==> config.mk <==
export PLATFORM = sky130hd
export DESIGN_NAME = phy_link_request_decoder
export DESIGN_NICKNAME = d
export VERILOG_FILES = /design/src/logic/phy_link_request_decoder.v
export VERILOG_INCLUDE_DIRS = /design/src /design/src/logic
export SDC_FILE = /design/constraint.sdc
export NUM_CORES = 1
export LEC_CHECK = 0
export ABC_AREA = 1
export BUFFER_PORTS_ARGS = -buffer_cell sky130_fd_sc_hd__buf_4
export CELL_PAD_IN_SITES_DETAIL_PLACEMENT = 2
export CELL_PAD_IN_SITES_GLOBAL_PLACEMENT = 2
export CORE_MARGIN = 5
export CORE_UTILIZATION = 41
export DETAILED_ROUTE_END_ITERATION = 12
export HOLD_SLACK_MARGIN = 0.1
export PLACE_DENSITY_LB_ADDON = 0.1
export SLEW_MARGIN = 20
export SYNTH_ARGS = -nofsm -noshare
export SYNTH_HDL_FRONTEND = slang
export SYNTH_SLANG_ARGS = --single-unit
==> constraint.sdc <==
create_clock -name core_clk -period 4 [get_ports core_clk]
set_input_delay 0.4 -clock core_clk [delete_from_list [all_inputs] [get_ports core_clk]]
set_output_delay 0.4 -clock core_clk [all_outputs]
set_load 0.01 [all_outputs]
==> src/logic/phy_link_request_decoder_defines.vh <==
// Constants for the link request decoder
// Summary of operation
// RULE1: Frames start with a one, end with a zero, MSB first, line idles low.
// RULE2: Three bits after start give the request kind; 111 is reserved.
// RULE3: Bus request is 7 or 8 bits; speed in bits 4-6; stop optional if bit6 zero.
// RULE4: Control bus codes: 00 idle, 01 status, 10 receive, 11 grant.
// RULE5: Register read is nine bits with a four-bit address in bits 4-7.
// RULE6: Register write is seventeen bits: address bits 4-7, data bits 8-15.
// RULE7: Acceleration control is six bits; bit 4 enables or disables acceleration.
// RULE8: Invalid speed requests are arbitrated normally but transmit a null packet.
// RULE9: Link waits one clock after interface idle before fair or priority requests.
// RULE10: Receive drops pending fair/priority; overlapping receive ignores one being shifted.
// RULE11: Dropped fair/priority requests may be reissued one clock after next idle.
// RULE12: Cycle master uses priority request; isochronous only after a cycle start.
// RULE13: Pending isochronous request stays until the bus is won, despite receives.
// RULE14: Link issues immediate request during reception of a packet for it.
// RULE15: Pending immediate request is granted at once when the received packet ends.
// RULE16: On bad header CRC the link releases the grant at once, unused.
// RULE17: Link keeps only one bus request outstanding until lost or won.
// RULE18: New bus requests ignored while one is pending; bus reset clears them.
// RULE19: Register write stores data as soon as the stop bit arrives.
// RULE20: Register read returns contents by status transfer, retried until complete.
// RULE21: Register read and write requests are accepted at any time.
// RULE22: Further reads are ignored until the read contents are delivered.
// RULE23: A pending register read survives a bus reset.
// RULE24: Acceleration features work only while the enhancement enable bit is set.
// RULE25: Acceleration control acts at once; bus reset or isochronous re-enables it.
// RULE26: Link should disable acceleration at cycle rollover, re-enable on cycle start.
// RULE27: Frames with reserved kind 111 are discarded without any effect.
`ifndef PHY_LINK_REQUEST_DECODER_DEFINES_VH
`define PHY_LINK_REQUEST_DECODER_DEFINES_VH
// Interface control bus codes
`define CTL_IDLE 2'h0
`define CTL_STATUS 2'h1
`define CTL_RECEIVE 2'h2
`define CTL_GRANT 2'h3
// Request kinds
`define KIND_IMM 3'h0
`define KIND_ISO 3'h1
`define KIND_PRI 3'h2
`define KIND_FAIR 3'h3
`define KIND_RD 3'h4
`define KIND_WR 3'h5
`define KIND_ACCEL 3'h6
`define KIND_RSVD 3'h7
// Speed codes
`define SPD_S100 3'h0
`define SPD_S200 3'h2
`define SPD_S400 3'h4
// Frame lengths in bits
`define LEN_KIND 5'h04
`define LEN_ACCEL 5'h06
`define LEN_BUS_SHORT 5'h07
`define LEN_BUS_LONG 5'h08
`define LEN_RD 5'h09
`define LEN_WR 5'h11
// Register map on the software port
`define REG_STATUS_ADDR 5'h10
`define REG_ENH_INDEX 4'h5
`define ENH_EN_BIT 1
// Last count of the eight-cycle status transfer and settle time after a grant
`define STATUS_CYCLES 3'h7
`define LINK_SETTLE 2'h2
// Reset values
`define PHY_REG_RST 8'h00
`define ACCEL_RST 1'b1
`endif

==> src/logic/phy_link_request_decoder.v <==
// Link request decoder and interface control sequencer
//
// The register addresses and the strobed register port were left to the implementer.
`timescale 1ns/1ps
`include "phy_link_request_decoder_defines.vh"
module phy_link_request_decoder (
  // Clock and reset
  input wire core_clk,
  input wire rst_b,
  // Serial request line from the link controller
  input wire link_request_line,
  // Interface control bus pin
  input wire [1:0] ctl_in,
  output reg [1:0] ctl_out_q,
  output reg ctl_oe_q,
  // Status data pins D0-D1
  output reg [1:0] status_data_q,
  output reg status_data_oe_q,
  // Serial bus core events
  input wire rx_busy,
  input wire arb_won,
  input wire bus_reset,
  input wire [3:0] status_flags,
  // Arbitration request to the serial bus core
  output reg arb_request_q,
  output reg [2:0] arb_kind_q,
  output reg [2:0] arb_speed_q,
  output reg null_packet_q,
  output reg accel_active_q,
  // Software register port
  input wire [4:0] sw_addr,
  input wire [7:0] sw_wdata,
  input wire sw_wr,
  input wire sw_rd,
  output reg [7:0] sw_rdata_q
);

  localparam ST_IDLE = 3'h0;
  localparam ST_STATUS = 3'h1;
  localparam ST_RECEIVE = 3'h2;
  localparam ST_GRANT = 3'h3;
  localparam ST_LINK = 3'h4;

  function is_fair_pri;
    input [2:0] k;
    begin
      is_fair_pri = (k == `KIND_PRI) || (k == `KIND_FAIR);
    end
  endfunction

  function speed_ok;
    input [2:0] s;
    begin
      speed_ok = (s == `SPD_S100) || (s == `SPD_S200) || (s == `SPD_S400);
    end
  endfunction

  // Pin synchronisers
  reg link_request_line_m_q;
  reg link_request_line_s_q;
  reg [1:0] ctl_m_q;
  reg [1:0] ctl_s_q;

  // Frame shifter
  reg [4:0] cnt_q;
  reg [15:0] sh_q;
  reg [2:0] kind_q;
  reg ovl_q;

  // Pending state
  reg bus_pend_q;
  reg rd_pend_q;
  reg [3:0] rd_addr_q;
  reg accel_on_q;

  // Interface sequencer
  reg [2:0] st_q;
  reg [2:0] scnt_q;
  reg [1:0] settle_q;
  reg idle_gap_q;
  reg [15:0] stat_word_q;
  reg [7:0] phy_reg [0:15];
  wire [16:0] new_sh = {sh_q, link_request_line_s_q};
  wire [4:0] n_bits = cnt_q + 5'h01;
  wire in_frame = (cnt_q != 5'h00);
  wire rx_now = (st_q == ST_RECEIVE);
  // Frame completion decode
  reg bus_done;
  reg [2:0] bus_speed;
  reg rd_done;
  reg wr_done;
  reg acc_done;
  reg frame_end;
  always @* begin
    bus_done = 1'b0;
    bus_speed = 3'h0;
    rd_done = 1'b0;
    wr_done = 1'b0;
    acc_done = 1'b0;
    frame_end = 1'b0;
    if (in_frame) begin
      if (n_bits == `LEN_KIND && new_sh[2:0] == `KIND_RSVD) begin
        frame_end = 1'b1; // [RULE27]
      end else if (!kind_q[2]) begin
        // Stop bit may be absent when the last speed bit is zero
        if (n_bits == `LEN_BUS_SHORT && !new_sh[0]) begin
          bus_done = 1'b1; // [RULE3]
          bus_speed = new_sh[2:0];
        end else if (n_bits == `LEN_BUS_LONG) begin
          bus_done = 1'b1; // [RULE3]
          bus_speed = new_sh[3:1];
        end
      end else if (kind_q == `KIND_RD && n_bits == `LEN_RD) begin
        rd_done = 1'b1; // [RULE5]
      end else if (kind_q == `KIND_WR && n_bits == `LEN_WR) begin
        wr_done = 1'b1; // [RULE6]
      end else if (kind_q == `KIND_ACCEL && n_bits == `LEN_ACCEL) begin
        acc_done = 1'b1; // [RULE7]
      end
      if (bus_done || rd_done || wr_done || acc_done) begin
        frame_end = 1'b1;
      end
    end
  end

  // Drop of a pending fair or priority request by a receive
  wire drop_fp = bus_pend_q && is_fair_pri(arb_kind_q) && rx_now; // [RULE10]
  wire bus_accept = bus_done && !bus_pend_q && !bus_reset &&
                    !(is_fair_pri(kind_q) && (ovl_q || rx_now)); // [RULE18] [RULE10]
  wire imm_grant = bus_pend_q && (arb_kind_q == `KIND_IMM) && rx_now && !rx_busy; // [RULE15]
  wire arb_grant = bus_pend_q && (arb_kind_q != `KIND_IMM) && arb_won &&
                   (st_q == ST_IDLE || st_q == ST_STATUS);
  wire status_done = (st_q == ST_STATUS) && (scnt_q == `STATUS_CYCLES) && !rx_busy;

  always @(posedge core_clk) begin
    if (!rst_b) begin
      link_request_line_m_q <= 1'b0;
      link_request_line_s_q <= 1'b0;
      ctl_m_q <= 2'h0;
      ctl_s_q <= 2'h0;
    end else begin
      link_request_line_m_q <= link_request_line;
      link_request_line_s_q <= link_request_line_m_q;
      ctl_m_q <= ctl_in;
      ctl_s_q <= ctl_m_q;
    end
  end

  // Request shifter, MSB first, start bit one
  always @(posedge core_clk) begin
    if (!rst_b) begin
      cnt_q <= 5'h00;
      sh_q <= 16'h0000;
      kind_q <= 3'h0;
      ovl_q <= 1'b0;
    end else if (!in_frame) begin
      sh_q <= {15'h0000, link_request_line_s_q};
      ovl_q <= rx_now;
      if (link_request_line_s_q) begin
        cnt_q <= 5'h01; // [RULE1]
      end
    end else begin
      sh_q <= new_sh[15:0];
      if (rx_now) begin
        ovl_q <= 1'b1;
      end
      if (n_bits == `LEN_KIND) begin
        kind_q <= new_sh[2:0]; // [RULE2]
      end
      if (frame_end) begin
        cnt_q <= 5'h00;
      end else begin
        cnt_q <= n_bits;
      end
    end
  end

  // Bus request pending state and arbitration request
  always @(posedge core_clk) begin
    if (!rst_b) begin
      bus_pend_q <= 1'b0;
      arb_request_q <= 1'b0;
      arb_kind_q <= 3'h0;
      arb_speed_q <= 3'h0;
      null_packet_q <= 1'b0;
    end else begin
      if (bus_reset) begin
        bus_pend_q <= 1'b0; // [RULE18]
        arb_request_q <= 1'b0;
      end else if (imm_grant || arb_grant || drop_fp) begin
        // Isochronous stays pending through receives, cleared only on a win or a bus reset
        bus_pend_q <= 1'b0; // [RULE13]
        arb_request_q <= 1'b0;
      end else if (bus_accept) begin
        bus_pend_q <= 1'b1;
        arb_request_q <= (kind_q != `KIND_IMM);
        arb_kind_q <= kind_q;
        arb_speed_q <= bus_speed;
      end
      if (imm_grant || arb_grant) begin
        null_packet_q <= !speed_ok(arb_speed_q); // [RULE8]
      end else if (st_q == ST_LINK && settle_q == 2'h0 && ctl_s_q == `CTL_IDLE) begin
        null_packet_q <= 1'b0;
      end
    end
  end

  // Register file, read pending, acceleration
  always @(posedge core_clk) begin
    if (!rst_b) begin
      rd_pend_q <= 1'b0;
      rd_addr_q <= 4'h0;
      accel_on_q <= `ACCEL_RST;
      accel_active_q <= 1'b0;
      sw_rdata_q <= 8'h00;
    end else begin
      if (wr_done) begin
        phy_reg[new_sh[12:9]] <= new_sh[8:1]; // [RULE19] [RULE21]
      end else if (sw_wr && !sw_addr[4]) begin
        phy_reg[sw_addr[3:0]] <= sw_wdata;
      end
      // Bus reset leaves the read pending
      if (rd_done && !rd_pend_q) begin
        rd_pend_q <= 1'b1; // [RULE21] [RULE22] [RULE23]
        rd_addr_q <= new_sh[4:1];
      end else if (status_done) begin
        rd_pend_q <= 1'b0; // [RULE20]
      end
      if (acc_done) begin
        accel_on_q <= new_sh[1]; // [RULE25]
      end else if (bus_reset || (bus_accept && kind_q == `KIND_ISO)) begin
        accel_on_q <= 1'b1; // [RULE25]
      end
      accel_active_q <= accel_on_q && phy_reg[`REG_ENH_INDEX][`ENH_EN_BIT]; // [RULE24]
      if (sw_rd) begin
        if (!sw_addr[4]) begin
          sw_rdata_q <= phy_reg[sw_addr[3:0]];
        end else if (sw_addr == `REG_STATUS_ADDR) begin
          sw_rdata_q <= {bus_pend_q, arb_kind_q, rd_pend_q, accel_on_q, st_q[1:0]};
        end else begin
          sw_rdata_q <= 8'h00;
        end
      end else begin
        sw_rdata_q <= 8'h00;
      end
    end
  end

  // Interface control sequencer
  always @(posedge core_clk) begin
    if (!rst_b) begin
      st_q <= ST_IDLE;
      scnt_q <= 3'h0;
      settle_q <= 2'h0;
      idle_gap_q <= 1'b0;
      stat_word_q <= 16'h0000;
      ctl_out_q <= `CTL_IDLE;
      ctl_oe_q <= 1'b1;
      status_data_q <= 2'h0;
      status_data_oe_q <= 1'b1;
    end else begin
      case (st_q)
        ST_IDLE: begin
          idle_gap_q <= 1'b1;
          ctl_oe_q <= 1'b1;
          status_data_oe_q <= 1'b1;
          status_data_q <= 2'h0;
          if (rx_busy) begin
            st_q <= ST_RECEIVE;
            ctl_out_q <= `CTL_RECEIVE; // [RULE4]
          end else if (arb_grant) begin
            st_q <= ST_GRANT;
            ctl_out_q <= `CTL_GRANT;
          end else if (rd_pend_q && idle_gap_q) begin
            st_q <= ST_STATUS;
            scnt_q <= 3'h0;
            ctl_out_q <= `CTL_STATUS;
            stat_word_q <= {status_flags, rd_addr_q, phy_reg[rd_addr_q]};
            status_data_q <= status_flags[3:2];
          end else begin
            ctl_out_q <= `CTL_IDLE;
          end
        end
        ST_STATUS: begin
          idle_gap_q <= 1'b0;
          if (rx_busy) begin
            // Interrupted transfer is retried while the read stays pending
            st_q <= ST_RECEIVE; // [RULE20]
            ctl_out_q <= `CTL_RECEIVE;
            status_data_q <= 2'h0;
          end else if (arb_grant) begin
            st_q <= ST_GRANT;
            ctl_out_q <= `CTL_GRANT;
            status_data_q <= 2'h0;
          end else if (status_done) begin
            st_q <= ST_IDLE;
            ctl_out_q <= `CTL_IDLE;
            status_data_q <= 2'h0;
          end else begin
            scnt_q <= scnt_q + 3'h1;
            status_data_q <= stat_word_q[4'hc - {scnt_q, 1'b0} +: 2];
          end
        end
        ST_RECEIVE: begin
          idle_gap_q <= 1'b0;
          status_data_q <= 2'h0;
          if (imm_grant) begin
            st_q <= ST_GRANT; // [RULE15]
            ctl_out_q <= `CTL_GRANT;
          end else if (!rx_busy) begin
            st_q <= ST_IDLE;
            ctl_out_q <= `CTL_IDLE;
          end
        end
        ST_GRANT: begin
          // Grant shown for one cycle, then the pins go to the link
          st_q <= ST_LINK;
          settle_q <= `LINK_SETTLE;
          ctl_oe_q <= 1'b0;
          status_data_oe_q <= 1'b0;
          ctl_out_q <= `CTL_IDLE;
        end
        ST_LINK: begin
          if (settle_q != 2'h0) begin
            settle_q <= settle_q - 2'h1;
          end else if (ctl_s_q == `CTL_IDLE) begin
            // Link release, including an immediate cancel of the grant
            st_q <= ST_IDLE; // [RULE16]
            ctl_oe_q <= 1'b1;
            status_data_oe_q <= 1'b1;
          end
        end
        default: begin
          st_q <= ST_IDLE;
          ctl_out_q <= `CTL_IDLE;
          ctl_oe_q <= 1'b1;
        end
      endcase
    end
  end
endmodule

# Yosys cells after proc, flatten, opt, wreduce, memory -nomap -nowiden
# Memory sizes are Yosys's and may differ from the RTL's. A register that Yosys moved wholly into a read port is not among the register bits.
# Cells that the tools add are included.
# classes
shifts,1
bitwise,7
muxes,96
n_eq_ne,36
addsub,4
n_reduce_logical,79
# op_table
operator,n
$mux 3,21
$mux 1,46
$mux 2,14
$logic_and 1x1->1,26
$mux 8,3
$eq 3x2->1 const B,7
$eq 3x3->1 const B,7
$reduce_bool 2->1,8
$shiftx 16x5->2,1
$eq 5x3->1 const B,3
$mux 5,3
$pmux 3 s5,1
$logic_or 1x1->1,12
$ne 2x2->1 const B,6
$reduce_and 3->1,4
$reduce_bool 3->1,4
$eq 5x4->1 const B,2
$eq 5x5->1 const B,2
$logic_not 1->1,9
$logic_not 3->1,3
$ne 2x1->1 const B,4
$pmux 2 s4,1
$reduce_and 2->1,4
$reduce_or 8->1,1
22 further kinds,31
# word_totals
ff_bits,82
n_memories,1
output_inout_bits,23
word_cells,252
in_bits,27
ramBits,128
# mem_list
name,depth,width,rd,rd_clocked_by_memory_dff,write_ports,line_no,rtl
phy_reg,16,8,3,1,1,phy_link_request_decoder.v:82,reg [7:0] phy_reg [0:15];

# Depth between registers and ports, before layout
# Gate-level depths: netlist (run 1).
# depth
word_depth,15
ltp_mapped,13
mapped_depth_nobuf,13

# Worst setup path before layout (run 1)
# OpenSTA, ideal clock, no wires.
# synth_timing
kind,register to register
startpoint,reg cnt_q[1]
endpoint,mem phy_reg[6][0] (enable)
required_ps,3630
stages_incl_launch_ff,13
path_slack_ps,1656
path_buffers,1
setup_time_ps,370
synth_period_minus_slack_ps,2344
t_arrival_ps,1974
path_cell_list,dfxtp_1 -> ha_1 -> nand2_1 -> nand2_2 -> nand4_2 -> nor2_4 -> inv_6 -> nand2_8 -> buf_12 -> nand2_4 -> o21ai_4 -> nand4_2 -> nor2_1
# synth_between
elab_chain_cells,14
elab_cells_between_ends,23
cone_classes,add/sub (1); eq/ne (3); mux (14); reduce/logical (5)
# synth_lines
item,line_no,rtl
start: declaration,phy_link_request_decoder.v:65,reg [4:0] cnt_q;
start signal: assignment,phy_link_request_decoder.v:173,cnt_q <= n_bits;
$add 5x1->5,phy_link_request_decoder.v:84,wire [4:0] n_bits = cnt_q + 5'h01;
$eq 5x5->1 (no line),-,
$logic_and 1x1->1 (no line),-,
$mux 1,phy_link_request_decoder.v:115,end else if (kind_q == `KIND_WR && n_bits == `LEN_WR) begin
$mux 1,phy_link_request_decoder.v:113,end else if (kind_q == `KIND_RD && n_bits == `LEN_RD) begin
$mux 1,phy_link_request_decoder.v:104,end else if (!kind_q[2]) begin
$mux 1,phy_link_request_decoder.v:102,if (n_bits == `LEN_KIND && new_sh[2:0] == `KIND_RSVD) begin
$mux 1,phy_link_request_decoder.v:101,if (in_frame) begin
$mux 1 *,phy_link_request_decoder.v:101,
$mux 1,phy_link_request_decoder.v:217,if (wr_done) begin
$mux 1,phy_link_request_decoder.v:210,if (!rst_b) begin
$mux 1 (implied by the code),phy_link_request_decoder.v:220,phy_reg[sw_addr[3:0]] <= sw_wdata;
$reduce_or 8->1 (no line),-,
$mux 4 (no line) or $mux 1 (tied branches),-,
end: declaration,phy_link_request_decoder.v:82,
# Mark *: on every way between the ends. The rest lies on a longest branch, timed or not. The select of a mux whose other input is x is not followed.

# Worst setup path in the final report (run 1)
# layout_timing
startpoint,reg cnt_q[1]
endpoint,mem phy_reg[15][6] (enable)
# Same word-level chain as after synthesis.

==> impl_metrics.csv, run 1 <==
group,metric,value,unit
grt,grt_max_degree,69,
grt,grt_pass1_vias,9509,
synth,synth-async-reset-ratio,0,
synth,synth-xor-area-share,0,
final_layout,largest_reg_flops,128,
die,ioPinCount,50,
timing,setup-tns-final,0,ns
placed_design,hpwl,24.86,mm
drt,vias,8720,
synth,synth_compound_area_frac,0.2055,
clock_network,clk_transition_reported_paths,0.06,ns
synth,synthCells,1162,
flow_run,max_cap_viol_count,0,
synth,synth_area_leaders,"edfxtp_1, dfxtp_1, o21ai_0",
grt,grt_use_met3,0.02900,
timing,fin_skew,0.02742,ns
clock_network,cts.repair.resized,0,
synth,synth-warning-count,0,
placed_design,placed_cells,1494,
synth,synth-seq-cells,210,
grt,grt_use_met2,0.4213,
grt,busiest_layer,"met2",
final_layout,nets,1235,
worst_setup_path,r2r-end,"phy_reg[15][6]$_DFFE_PP_",
synth,syn_area,10120,sq um
grt,use_met1,0.3498,
timing,tightest_slew,1.062,ns
synth,synth_top_cell_by_area,"edfxtp_1",
worst_setup_path,worstSetupStartpoint,"cnt_q[1]$_SDFFE_PN0P_",
drt,post-route-drc-count,0,
drt,wl_per_cell,23.49,microns
clock_network,ctsLongestPathBuffers,3,
timing,rsz0062_at_grt,"no",
drt,drtIter0Drc,728,
clock_network,htree_levels,1,
timing,period_share,0.7738,
placed_design,gp_congestion,0.8428,
timing,fmax,323.1,MHz
worst_setup_path,cp_num_buf_inv,1,
power,peakVddDrop,0.4627,mV
synth,synth_adder_area_share,0.009891,
clock_network,cts_tree,"built",
final_layout,fill_cells,2646,
status,outcome,"complete, no violations",
synth,synthSimpleGateAreaFrac,0.1606,
synth,yosysUniqueCellTypes,37,
synth,synth-edff-count,128,
worst_setup_path,r2r_setup_slack,0.90,ns
worst_setup_path,crit_path_cell_trace,"ha_1, nand4_2, nand2_2, nand2_2, nor2_4, inv_6, nand2_8, nand2_1, o21ai_1, nand2_1, nor2_1",
clock_network,cts_root_buffer,"clkbuf_16",
drt,final_antenna_net_count,0,
worst_setup_path,critical_path_class,"reg2reg",
timing,relSlewSlack,0.2913,
grt,antenna_found_initial,0,
drt,wl,36.22,mm
power,power_density,422.3,nW/um^2
power,p_leak,4.355,nW
clock_network,cts_inserted_buffers,25,
worst_setup_path,endpoint_kind,"register",
worst_setup_path,startpoint_type,"register",
worst_setup_path,crit_family,"simple AND/OR/NAND/NOR gates",
worst_setup_path,worstPathMaxFanout,25,
clock_network,clk_latency,0.54,ns
die,coreArea,24320,sq um
synth,synth.mux.area_fraction,0,
placed_design,port_buffers,49,
final_layout,drive_gt1_frac,0.1149,
synth,synth_top_area_share,0.3798,
synth,dominantRegCellSynth,"edfxtp_1",
final_layout,antenna_cells,0,
worst_setup_path,required,4.15,ns
synth,yosysMostFrequentCell,"o21ai_0",
timing,fin_ws,0.9049,ns
grt,grt_pass1_wl,56.15,mm
die,fp.dieH,167.1,microns
die,row_count,57,
worst_setup_path,crit_cells,11,
die,initial_core_util,0.4161,
timing,fin_crit,3.095,ns
synth,synth_top_family_by_area,"compound AO/OA/AOI/OAI gates",
timing,setup_viol,0,
timing,hold_viol_final,0,
timing,drv_slew,0,
grt,grt.total_usage,0.2549,
die,die_area,27920,sq um
die,die_x,167.1,microns
min_path,hold_class,"in2reg",
final_layout,instances_no_fill,1542,
synth,yosysSeqAreaShare,0.5420,
synth,avgSynthCellArea,8.709,sq um
drt,viasPerCell,5.655,
synth,syn-num-nets,1197,
worst_setup_path,r2r-start,"cnt_q[1]$_SDFFE_PN0P_",
min_path,hold_path.startpoint,"status_flags[2]",
worst_setup_path,critPathArrivalTime,3.24,ns
worst_setup_path,critPathCapture,"phy_reg[15][6]$_DFFE_PP_",
worst_setup_path,slowest_stage,"nor2_1",
clock_network,cts.sinks,210,
worst_setup_path,max_stage_delay,0.69,ns
grt,overflow,0,
final_layout,area_delta_synth_final,14.30,%
drt,drtPass1Iterations,5,
placed_design,place_ws,0.9340,ns
synth,synthTopCellsByCount,"o21ai_0, a21oi_1, inv_1, edfxtp_1, nor2_1",
worst_setup_path,r2r_cells,11,
[per-stage QoR]
stage,hold WS [ns],instance area (sq um),utilization,power (mW)
2_1_floorplan,0.3905,10120,-,2.601
3_5_place_dp,0.4080,10770,0.4428,2.754
4_1_cts,0.1576,11570,0.4756,4.916
6_report,0.1715,11570,0.4756,4.885
3_3_place_gp,0.4000,10770,0.4428,2.740
5_1_grt,0.1780,11570,0.4756,5.054
[where the power goes]
group | internal [mW] | total, mW | switching [mW] | leakage [nW]
logic | 0.109 | 0.382 | 0.273 | 2.13
registers | 2.31 | 2.33 | 0.0206 | 1.85
clock network | 1.28 | 2.17 | 0.895 | 0.379
total | 3.70 | 4.88 | 1.19 | 4.35
[cell type report]
type | count | area [sq um] | share of cell area
Clock buffer | 37 | 704.4 | 0.06090
Timing Repair Buffer | 74 | 563.0 | 0.04868
Multi-Input combinational cell | 748 | 3805 | 0.3289
Sequential cell | 210 | 5488 | 0.4744
Tap cell | 324 | 405.4 | 0.03505
Clock inverter | 8 | 65.06 | 0.005625
Inverter | 141 | 536.8 | 0.04640
[metal layers]
| metal | routed length [microns] | share of wire |
|---|---|---|
| met1 | 16240 | 0.45 |
| met2 | 17160 | 0.47 |
| met3 | 1439 | 0.040 |
| met4 | 1380 | 0.038 |
| met5 | 0 | 0 |
[cells in the final DEF (no fill, tap or decap), types with 4 or more instances in the layout]
cell type and n:
o22ai_1 4, inv_1 132, dfxtp_1 80, clkbuf_1 8
clkinv_1 8, nor2_4 4, a21oi_1 138, clkbuf_16 25
nand4_2 4, nor2_1 125, nand3_1 77, nand2_1 114
buf_4 71, edfxtp_1 128, nand4_1 10, o211ai_1 48
ha_1 8, nand2_2 9, o21ai_0 180, nor3_1 8
[how the worst min path moves through the flow]
stage / end / cells past startpoint
final: stat_word_q[14]$_SDFFE_PN0P_ / 3
after global routing: stat_word_q[14]$_SDFFE_PN0P_ / 3
after CTS: stat_word_q[12]$_SDFFE_PN0P_ / 3
after detailed placement: ctl_s_q[1]$_SDFF_PN0_ / 2
after global placement: ctl_s_q[1]$_SDFF_PN0_ / 2
after floorplan: ctl_s_q[0]$_SDFF_PN0_ / 2
[tightest hold or removal path: stages]
cell     delay, ns
buf_4         0.11
nand3_1       0.07
a21oi_1       0.06
[timing repair]
| action | CTS | global route |
|---|---|---|
| buffers inserted | 0 | 0 |
| hold buffers | 3 | 0 |
| hold endpoints to repair | 3 | 0 |
[cells by family (layout without fill, tap and decap cells)]
kind of cell / after synthesis / count (layout)
AND/OR/NAND/NOR: 360 / 360
flip-flops: 210 / 210
buffers and inverters: 204 / 260
AO/OA/AOI/OAI: 380 / 380
adder cells (fa/ha/maj): 8 / 8
Power figures use the tool's default switching activity.
==> run 2: changes to the inputs <==
--- a/config.mk
+++ b/config.mk
@@ -11,7 +11,7 @@
 export CELL_PAD_IN_SITES_DETAIL_PLACEMENT = 2
 export CELL_PAD_IN_SITES_GLOBAL_PLACEMENT = 2
 export CORE_MARGIN = 5
-export CORE_UTILIZATION = 41
+export CORE_UTILIZATION = 35
 export DETAILED_ROUTE_END_ITERATION = 12
 export HOLD_SLACK_MARGIN = 0.1
 export PLACE_DENSITY_LB_ADDON = 0.1
==> constraint.sdc (replaced) <==
create_clock -name core_clk -period 2.6 [get_ports core_clk]
set_input_delay 0.26 -clock core_clk [delete_from_list [all_inputs] [get_ports core_clk]]
set_output_delay 0.26 -clock core_clk [all_outputs]
set_load 0.01 [all_outputs]
==> run 2 against run 1 <==
  * Critical path type unchanged
  * First-iteration DRC count decreased by 15%
  * Design area increased by 3.3%
  * Critical endpoint is now phy_reg[9][6]$_DFFE_PP_
  * Count of clock-buffer cells in the layout increased by 4
  * Critical path depth increased by 1
  * Global-route usage decreased by 2.7 points
  * Largest cell class unchanged
  * Via count increased by 1.7%
  * Die area increased by 16%
  * Non-clock buffer count increased by 34
==> impl_metrics.csv, run 2 (synthesized netlist as in run 1, its figures left out) <==
group,metric,value,unit
worst_setup_path,required,2.83,ns
drt,met1Wirelength,17.14,mm
timing,tightest_slew,0.9183,ns
timing,rsz0062_at_grt,"no",
timing,drv_slew,0,
power,peakVddDrop,0.3882,mV
worst_setup_path,critPathArrivalTime,2.66,ns
timing,setup_viol,0,
grt,grt_pass1_vias,9595,
worst_setup_path,startpoint_type,"register",
die,fp.dieH,180.0,microns
placed_design,gp_congestion,0.8285,
grt,grt_pass1_wl,58.24,mm
worst_setup_path,worstPathMaxFanout,10,
grt,grt_max_degree,53,
final_layout,instances_no_fill,1637,
die,coreArea,28630,sq um
worst_setup_path,r2r_setup_slack,0.16,ns
clock_network,ctsLongestPathBuffers,3,
clock_network,htree_levels,1,
placed_design,place_ws,0.05027,ns
final_layout,area_delta_synth_final,18.08,%
grt,antenna_found_initial,0,
timing,setup-tns-final,0,ns
min_path,hold_class,"in2reg",
die,row_count,62,
clock_network,clk_latency,0.53,ns
die,ioPinCount,50,
timing,fin_ws,0.1605,ns
clock_network,cts.sinks,210,
drt,vias,8868,
worst_setup_path,endpoint_kind,"register",
clock_network,clk_transition_reported_paths,0.06,ns
worst_setup_path,critical_path_class,"reg2reg",
final_layout,drive_gt1_frac,0.1381,
drt,wl,37.87,mm
clock_network,cts_root_buffer,"clkbuf_16",
worst_setup_path,worstSetupStartpoint,"cnt_q[0]$_SDFFE_PN0P_",
drt,viasPerCell,5.417,
grt,overflow,0,
clock_network,cts_tree,"built",
die,die_x,180.0,microns
final_layout,layout_commonest_cell,"o21ai_0",
placed_design,placed_cells,1582,
placed_design,placed_cell_area,11080,sq um
grt,grt.total_usage,0.2278,
timing,fin_skew,0.01695,ns
drt,met2WireLength,17.97,mm
placed_design,hpwl,26.92,mm
timing,period_share,0.9383,
timing,fmax,409.9,MHz
drt,wl_met3,1.409,mm
worst_setup_path,r2r-start,"cnt_q[0]$_SDFFE_PN0P_",
final_layout,nets,1269,
worst_setup_path,critPathCapture,"phy_reg[9][6]$_DFFE_PP_",
drt,drtPass1Iterations,5,
power,power_density,628.5,nW/um^2
min_path,hold_path.startpoint,"sw_rd",
final_layout,largest_reg_flops,128,
timing,fin_crit,2.439,ns
timing,hold_viol_final,0,
die,initial_core_util,0.3535,
worst_setup_path,r2r-end,"phy_reg[9][6]$_DFFE_PP_",
final_layout,antenna_cells,0,
timing,relSlewSlack,0.3831,
drt,post-route-drc-count,0,
drt,highest_layer,"met4",
power,p_leak,4.528,nW
drt,drtIter0Drc,619,
final_layout,final_area,11950,sq um
final_layout,fill_cells,3166,
placed_design,port_buffers,49,
final_layout,layout_common_cells,"o21ai_0, a21oi_1, inv_1, edfxtp_1, nor2_1",
power,power,7.509,mW
clock_network,cts_inserted_buffers,25,
worst_setup_path,r2r_cells,12,
drt,wl_per_cell,23.14,microns
drt,final_antenna_net_count,0,
flow_run,max_cap_viol_count,0,
die,die_area,32410,sq um
status,outcome,"complete, no violations",
run 2: cell count changes in the layout (fill, tap and decap cells not counted), sizes merged:
cell         before  now
buf              71   99
bufinv            1    0
clkbuf           37   41
clkinv           11    8
dlygate4sd3       3    9
inv             137  138
run 2: area by class of cell:
type                            instances  area, sq um  share of cell area
Multi-Input combinational cell        748         3819              0.3196
Inverter                              141        536.8             0.04492
Timing Repair Buffer                  108        858.3             0.07183
Sequential cell                       210         5489              0.4594
Clock inverter                          5        28.78            0.002408
Clock buffer                           41        737.0             0.06168
Tap cell                              384        480.5             0.04021
run 2: per-stage QoR:
| stage | utilization | hold slack, ns |
|---|---|---|
| global placement | 0.3870 | 0.3969 |
| floorplan | - | 0.3576 |
| global route | 0.4174 | 0.2063 |
| CTS | 0.4170 | 0.1706 |
| finish | 0.4174 | 0.1878 |
| detailed placement | 0.3870 | 0.4093 |
run 2: worst max-delay path: stages, from the launching register on:
cell and delay (ns):
dfxtp_2 0.39, ha_2 0.24, nand2_1 0.08, nand2_2 0.13
nand4_2 0.12, nor2_4 0.19, inv_6 0.07, nand2_8 0.11
nand2_1 0.07, o21ai_1 0.20, nand2_2 0.20, nor2_1 0.16
buf_4 0.19
run 2: worst min-delay path by stage:
stage,end,cells after the start
2_1_floorplan,ctl_m_q[0]$_SDFF_PN0_,2
3_3_place_gp,ctl_s_q[0]$_SDFF_PN0_,2
3_5_place_dp,link_request_line_s_q$_SDFF_PN0_,2
4_1_cts,sw_rdata_q[5]$_SDFF_PN0_,3
5_1_grt,sw_rdata_q[2]$_SDFF_PN0_,3
6_report,sw_rdata_q[5]$_SDFF_PN0_,3
run 2: routing by layer:
metal,vias up,GRT usage
li1,4158,-
met4,0,0.07320
met5,-,0
met1,4458,0.3077
met3,56,0.02644
met2,196,0.3847
run 2: power by group:
part / switching [mW] / leakage, nW / internal [mW] / total (mW)
sequential: 0.0260 / 1.85 / 3.56 / 3.58
combinational: 0.426 / 2.31 / 0.187 / 0.613
clock: 1.38 / 0.375 / 1.93 / 3.31
run 2: timing repair:
item	4_1_cts	5_1_grt
resized for setup	1	5
pin swaps	0	0
hold buffers	9	0
setup endpoints to repair	7	128
endpoints found under the hold margin	15	0
buffers inserted	0	0
==> run 3: changes to the inputs <==
--- a/config.mk
+++ b/config.mk
@@ -11,11 +11,12 @@
 export CELL_PAD_IN_SITES_DETAIL_PLACEMENT = 2
 export CELL_PAD_IN_SITES_GLOBAL_PLACEMENT = 2
 export CORE_MARGIN = 5
-export CORE_UTILIZATION = 35
+export CORE_UTILIZATION = 36
+export CTS_BUF_LIST = sky130_fd_sc_hd__clkbuf_8
 export DETAILED_ROUTE_END_ITERATION = 12
 export HOLD_SLACK_MARGIN = 0.1
 export PLACE_DENSITY_LB_ADDON = 0.1
-export SLEW_MARGIN = 20
+export SKIP_CTS_REPAIR_TIMING = 1
 export SYNTH_ARGS = -nofsm -noshare
 export SYNTH_HDL_FRONTEND = slang
 export SYNTH_SLANG_ARGS = --single-unit
==> run 3 against run 2 <==
  * Power shrank 5.9%
  * Critical path type unchanged
  * Routed wire length grew 0.35%
  * Worst hold slack lost 0.016 ns
  * Design area shrank 0.37%
  * Via count grew 1.5%
  * Count of clock-buffer cells in the layout shrank 1
==> impl_metrics.csv, run 3 (synthesized netlist as in run 1, its figures left out) <==
group,metric,value,unit
worst_setup_path,r2r_cells,12,
power,peakVddDrop,0.3219,mV
grt,overflow,0,
worst_setup_path,r2r-start,"cnt_q[0]$_SDFFE_PN0P_",
power,power_density,593.6,nW/um^2
power,p_comb_frac,0.087,
worst_setup_path,crit_path_cell_trace,"ha_2, nand2_1, nand2_2, nand4_2, nor2_4, inv_6, nand2_8, nand2_2, nand2_1, nand3_2, nor2_1, buf_4",
die,initial_core_util,0.3643,
final_layout,fill_cells,3155,
worst_setup_path,r2r-end,"phy_reg[3][5]$_DFFE_PP_",
placed_design,hpwl,27.01,mm
worst_setup_path,critPathArrivalTime,2.69,ns
power,swShare,0.2675,
clock_network,cts.sinks,210,
timing,relSlewSlack,0.3921,
clock_network,clk_latency,0.57,ns
min_path,hold_end,"sw_rdata_q[2]$_SDFF_PN0_",
grt,grt_pass1_wl,57.47,mm
timing,fin_skew,0.03603,ns
die,coreArea,27780,sq um
final_layout,area_delta_synth_final,17.64,%
worst_setup_path,critical_path_class,"reg2reg",
grt,grt_max_degree,100,
power,p_clk_frac,0.405,
clock_network,ctsLongestPathBuffers,3,
die,fp.dieH,177.7,microns
clock_network,cts_root_buffer,"clkbuf_8",
clock_network,clk_transition_reported_paths,0.06,ns
placed_design,gp_congestion,0.8394,
clock_network,cts_tree,"built",
timing,fin_crit,2.440,ns
grt,antenna_found_initial,1,
final_layout,nets,1285,
grt,grt.total_usage,0.2396,
die,die_area,31560,sq um
min_path,hold_path.startpoint,"sw_rd",
status,outcome,"complete, no violations",
worst_setup_path,max_stage_delay,0.39,ns
min_path,min_path_cells,3,
final_layout,antenna_cells,0,
drt,drtIter0Drc,620,
worst_setup_path,crit_family,"simple AND/OR/NAND/NOR gates",
drt,viasPerCell,5.442,
clock_network,htree_levels,2,
clock_network,cts_inserted_buffers,39,
final_layout,layout_commonest_cell,"o21ai_0",
timing,tightest_slew,0.9049,ns
die,die_x,177.7,microns
power,p_sw,1.890,mW
timing,drv_slew,0,
drt,drtPass1Iterations,5,
power,p_leak,4.591,nW
power,intPower,5.177,mW
timing,rsz0062_at_grt,"no",
drt,final_antenna_net_count,0,
min_path,hold_class,"in2reg",
die,row_count,61,
worst_setup_path,startpoint_type,"register",
worst_setup_path,worstPathMaxFanout,25,
timing,fmax,409.9,MHz
placed_design,port_buffers,49,
worst_setup_path,r2r_setup_slack,0.16,ns
worst_setup_path,slowest_stage,"dfxtp_2",
final_layout,layout_common_cells,"o21ai_0, inv_1, a21oi_1, edfxtp_1, nor2_1",
timing,period_share,0.9384,
final_layout,utilization,0.4285,
worst_setup_path,cp_num_buf_inv,2,
timing,setup_viol,0,
final_layout,drive_gt1_frac,0.1481,
drt,vias,9001,
grt,grt_pass1_vias,9466,
final_layout,largest_reg_flops,128,
flow_run,max_cap_viol_count,0,
die,ioPinCount,50,
drt,post-route-drc-count,0,
power,seqPwrFrac,0.507,
worst_setup_path,endpoint_kind,"register",
worst_setup_path,required,2.85,ns
power,power,7.067,mW
drt,wl,38.01,mm
timing,hold_viol_final,0,
drt,wl_per_cell,22.98,microns
run 3: stage by stage:
step	TNS [ns]	instances	cell area [sq um]	worst slack (ns)	hold slack [ns]
CTS	-0.08252	1645	11780	-0.01058	-0.1395
finish	0	1654	11910	0.1603	0.1718
detailed placement	0	1578	11110	0.01388	0.4045
global route	0	1654	11910	0.01839	0.1645
floorplan	0	1162	10120	0.2562	0.3576
global placement	0	1578	11110	0.1506	0.3953
run 3: area by class of cell:
type / count / area (sq um) / area share
Sequential cell: 210 / 5489 / 0.4611
Clock inverter: 27 / 121.4 / 0.01019
Multi-Input combinational cell: 748 / 3836 / 0.3222
Clock buffer: 40 / 550.5 / 0.04624
Timing Repair Buffer: 110 / 898.4 / 0.07546
Tap cell: 378 / 473.0 / 0.03973
Inverter: 141 / 536.8 / 0.04509
run 3: routing by layer:
| layer | GRT usage | vias to the layer above | wire length, microns |
|---|---|---|---|
| li1 | - | 4193 | - |
| met1 | 0.3327 | 4552 | 17740 |
| met2 | 0.3867 | 203 | 17530 |
| met3 | 0.03686 | 53 | 1665 |
| met4 | 0.07477 | 0 | 1071 |
| met5 | 0 | - | 0 |
run 3: how the worst max path moves through the flow:
stage | from | to | slack (ns) | cells after the start
after floorplan | cnt_q[1]$_SDFFE_PN0P_ | phy_reg[6][0]$_DFFE_PP_ | 0.26 | 12
after global placement | cnt_q[0]$_SDFFE_PN0P_ | phy_reg[10][4]$_DFFE_PP_ | 0.15 | 12
after detailed placement | cnt_q[0]$_SDFFE_PN0P_ | phy_reg[3][5]$_DFFE_PP_ | 0.01 | 12
after CTS | cnt_q[0]$_SDFFE_PN0P_ | phy_reg[12][3]$_DFFE_PP_ | -0.01 | 12
after global routing | cnt_q[0]$_SDFFE_PN0P_ | phy_reg[0][4]$_DFFE_PP_ | 0.02 | 12
final | cnt_q[0]$_SDFFE_PN0P_ | phy_reg[3][5]$_DFFE_PP_ | 0.16 | 12
run 3: power by group through the flow:
stage | sequential, mW | combinational [mW] | clock (mW)
after detailed placement | 3.65 | 0.603 | 0
after global placement | 3.65 | 0.584 | 0
after CTS | 3.58 | 0.606 | 2.96
after floorplan | 3.65 | 0.349 | 0
final | 3.59 | 0.618 | 2.86
after global routing | 3.59 | 0.675 | 3.11
run 3: worst min-delay path, delay by kind of cell:
family                 cells  cell delay (ns)
AOI/OAI and AO/OA          1             0.06
and+or+nand+nor            1             0.23
buffers and inverters      1             0.11
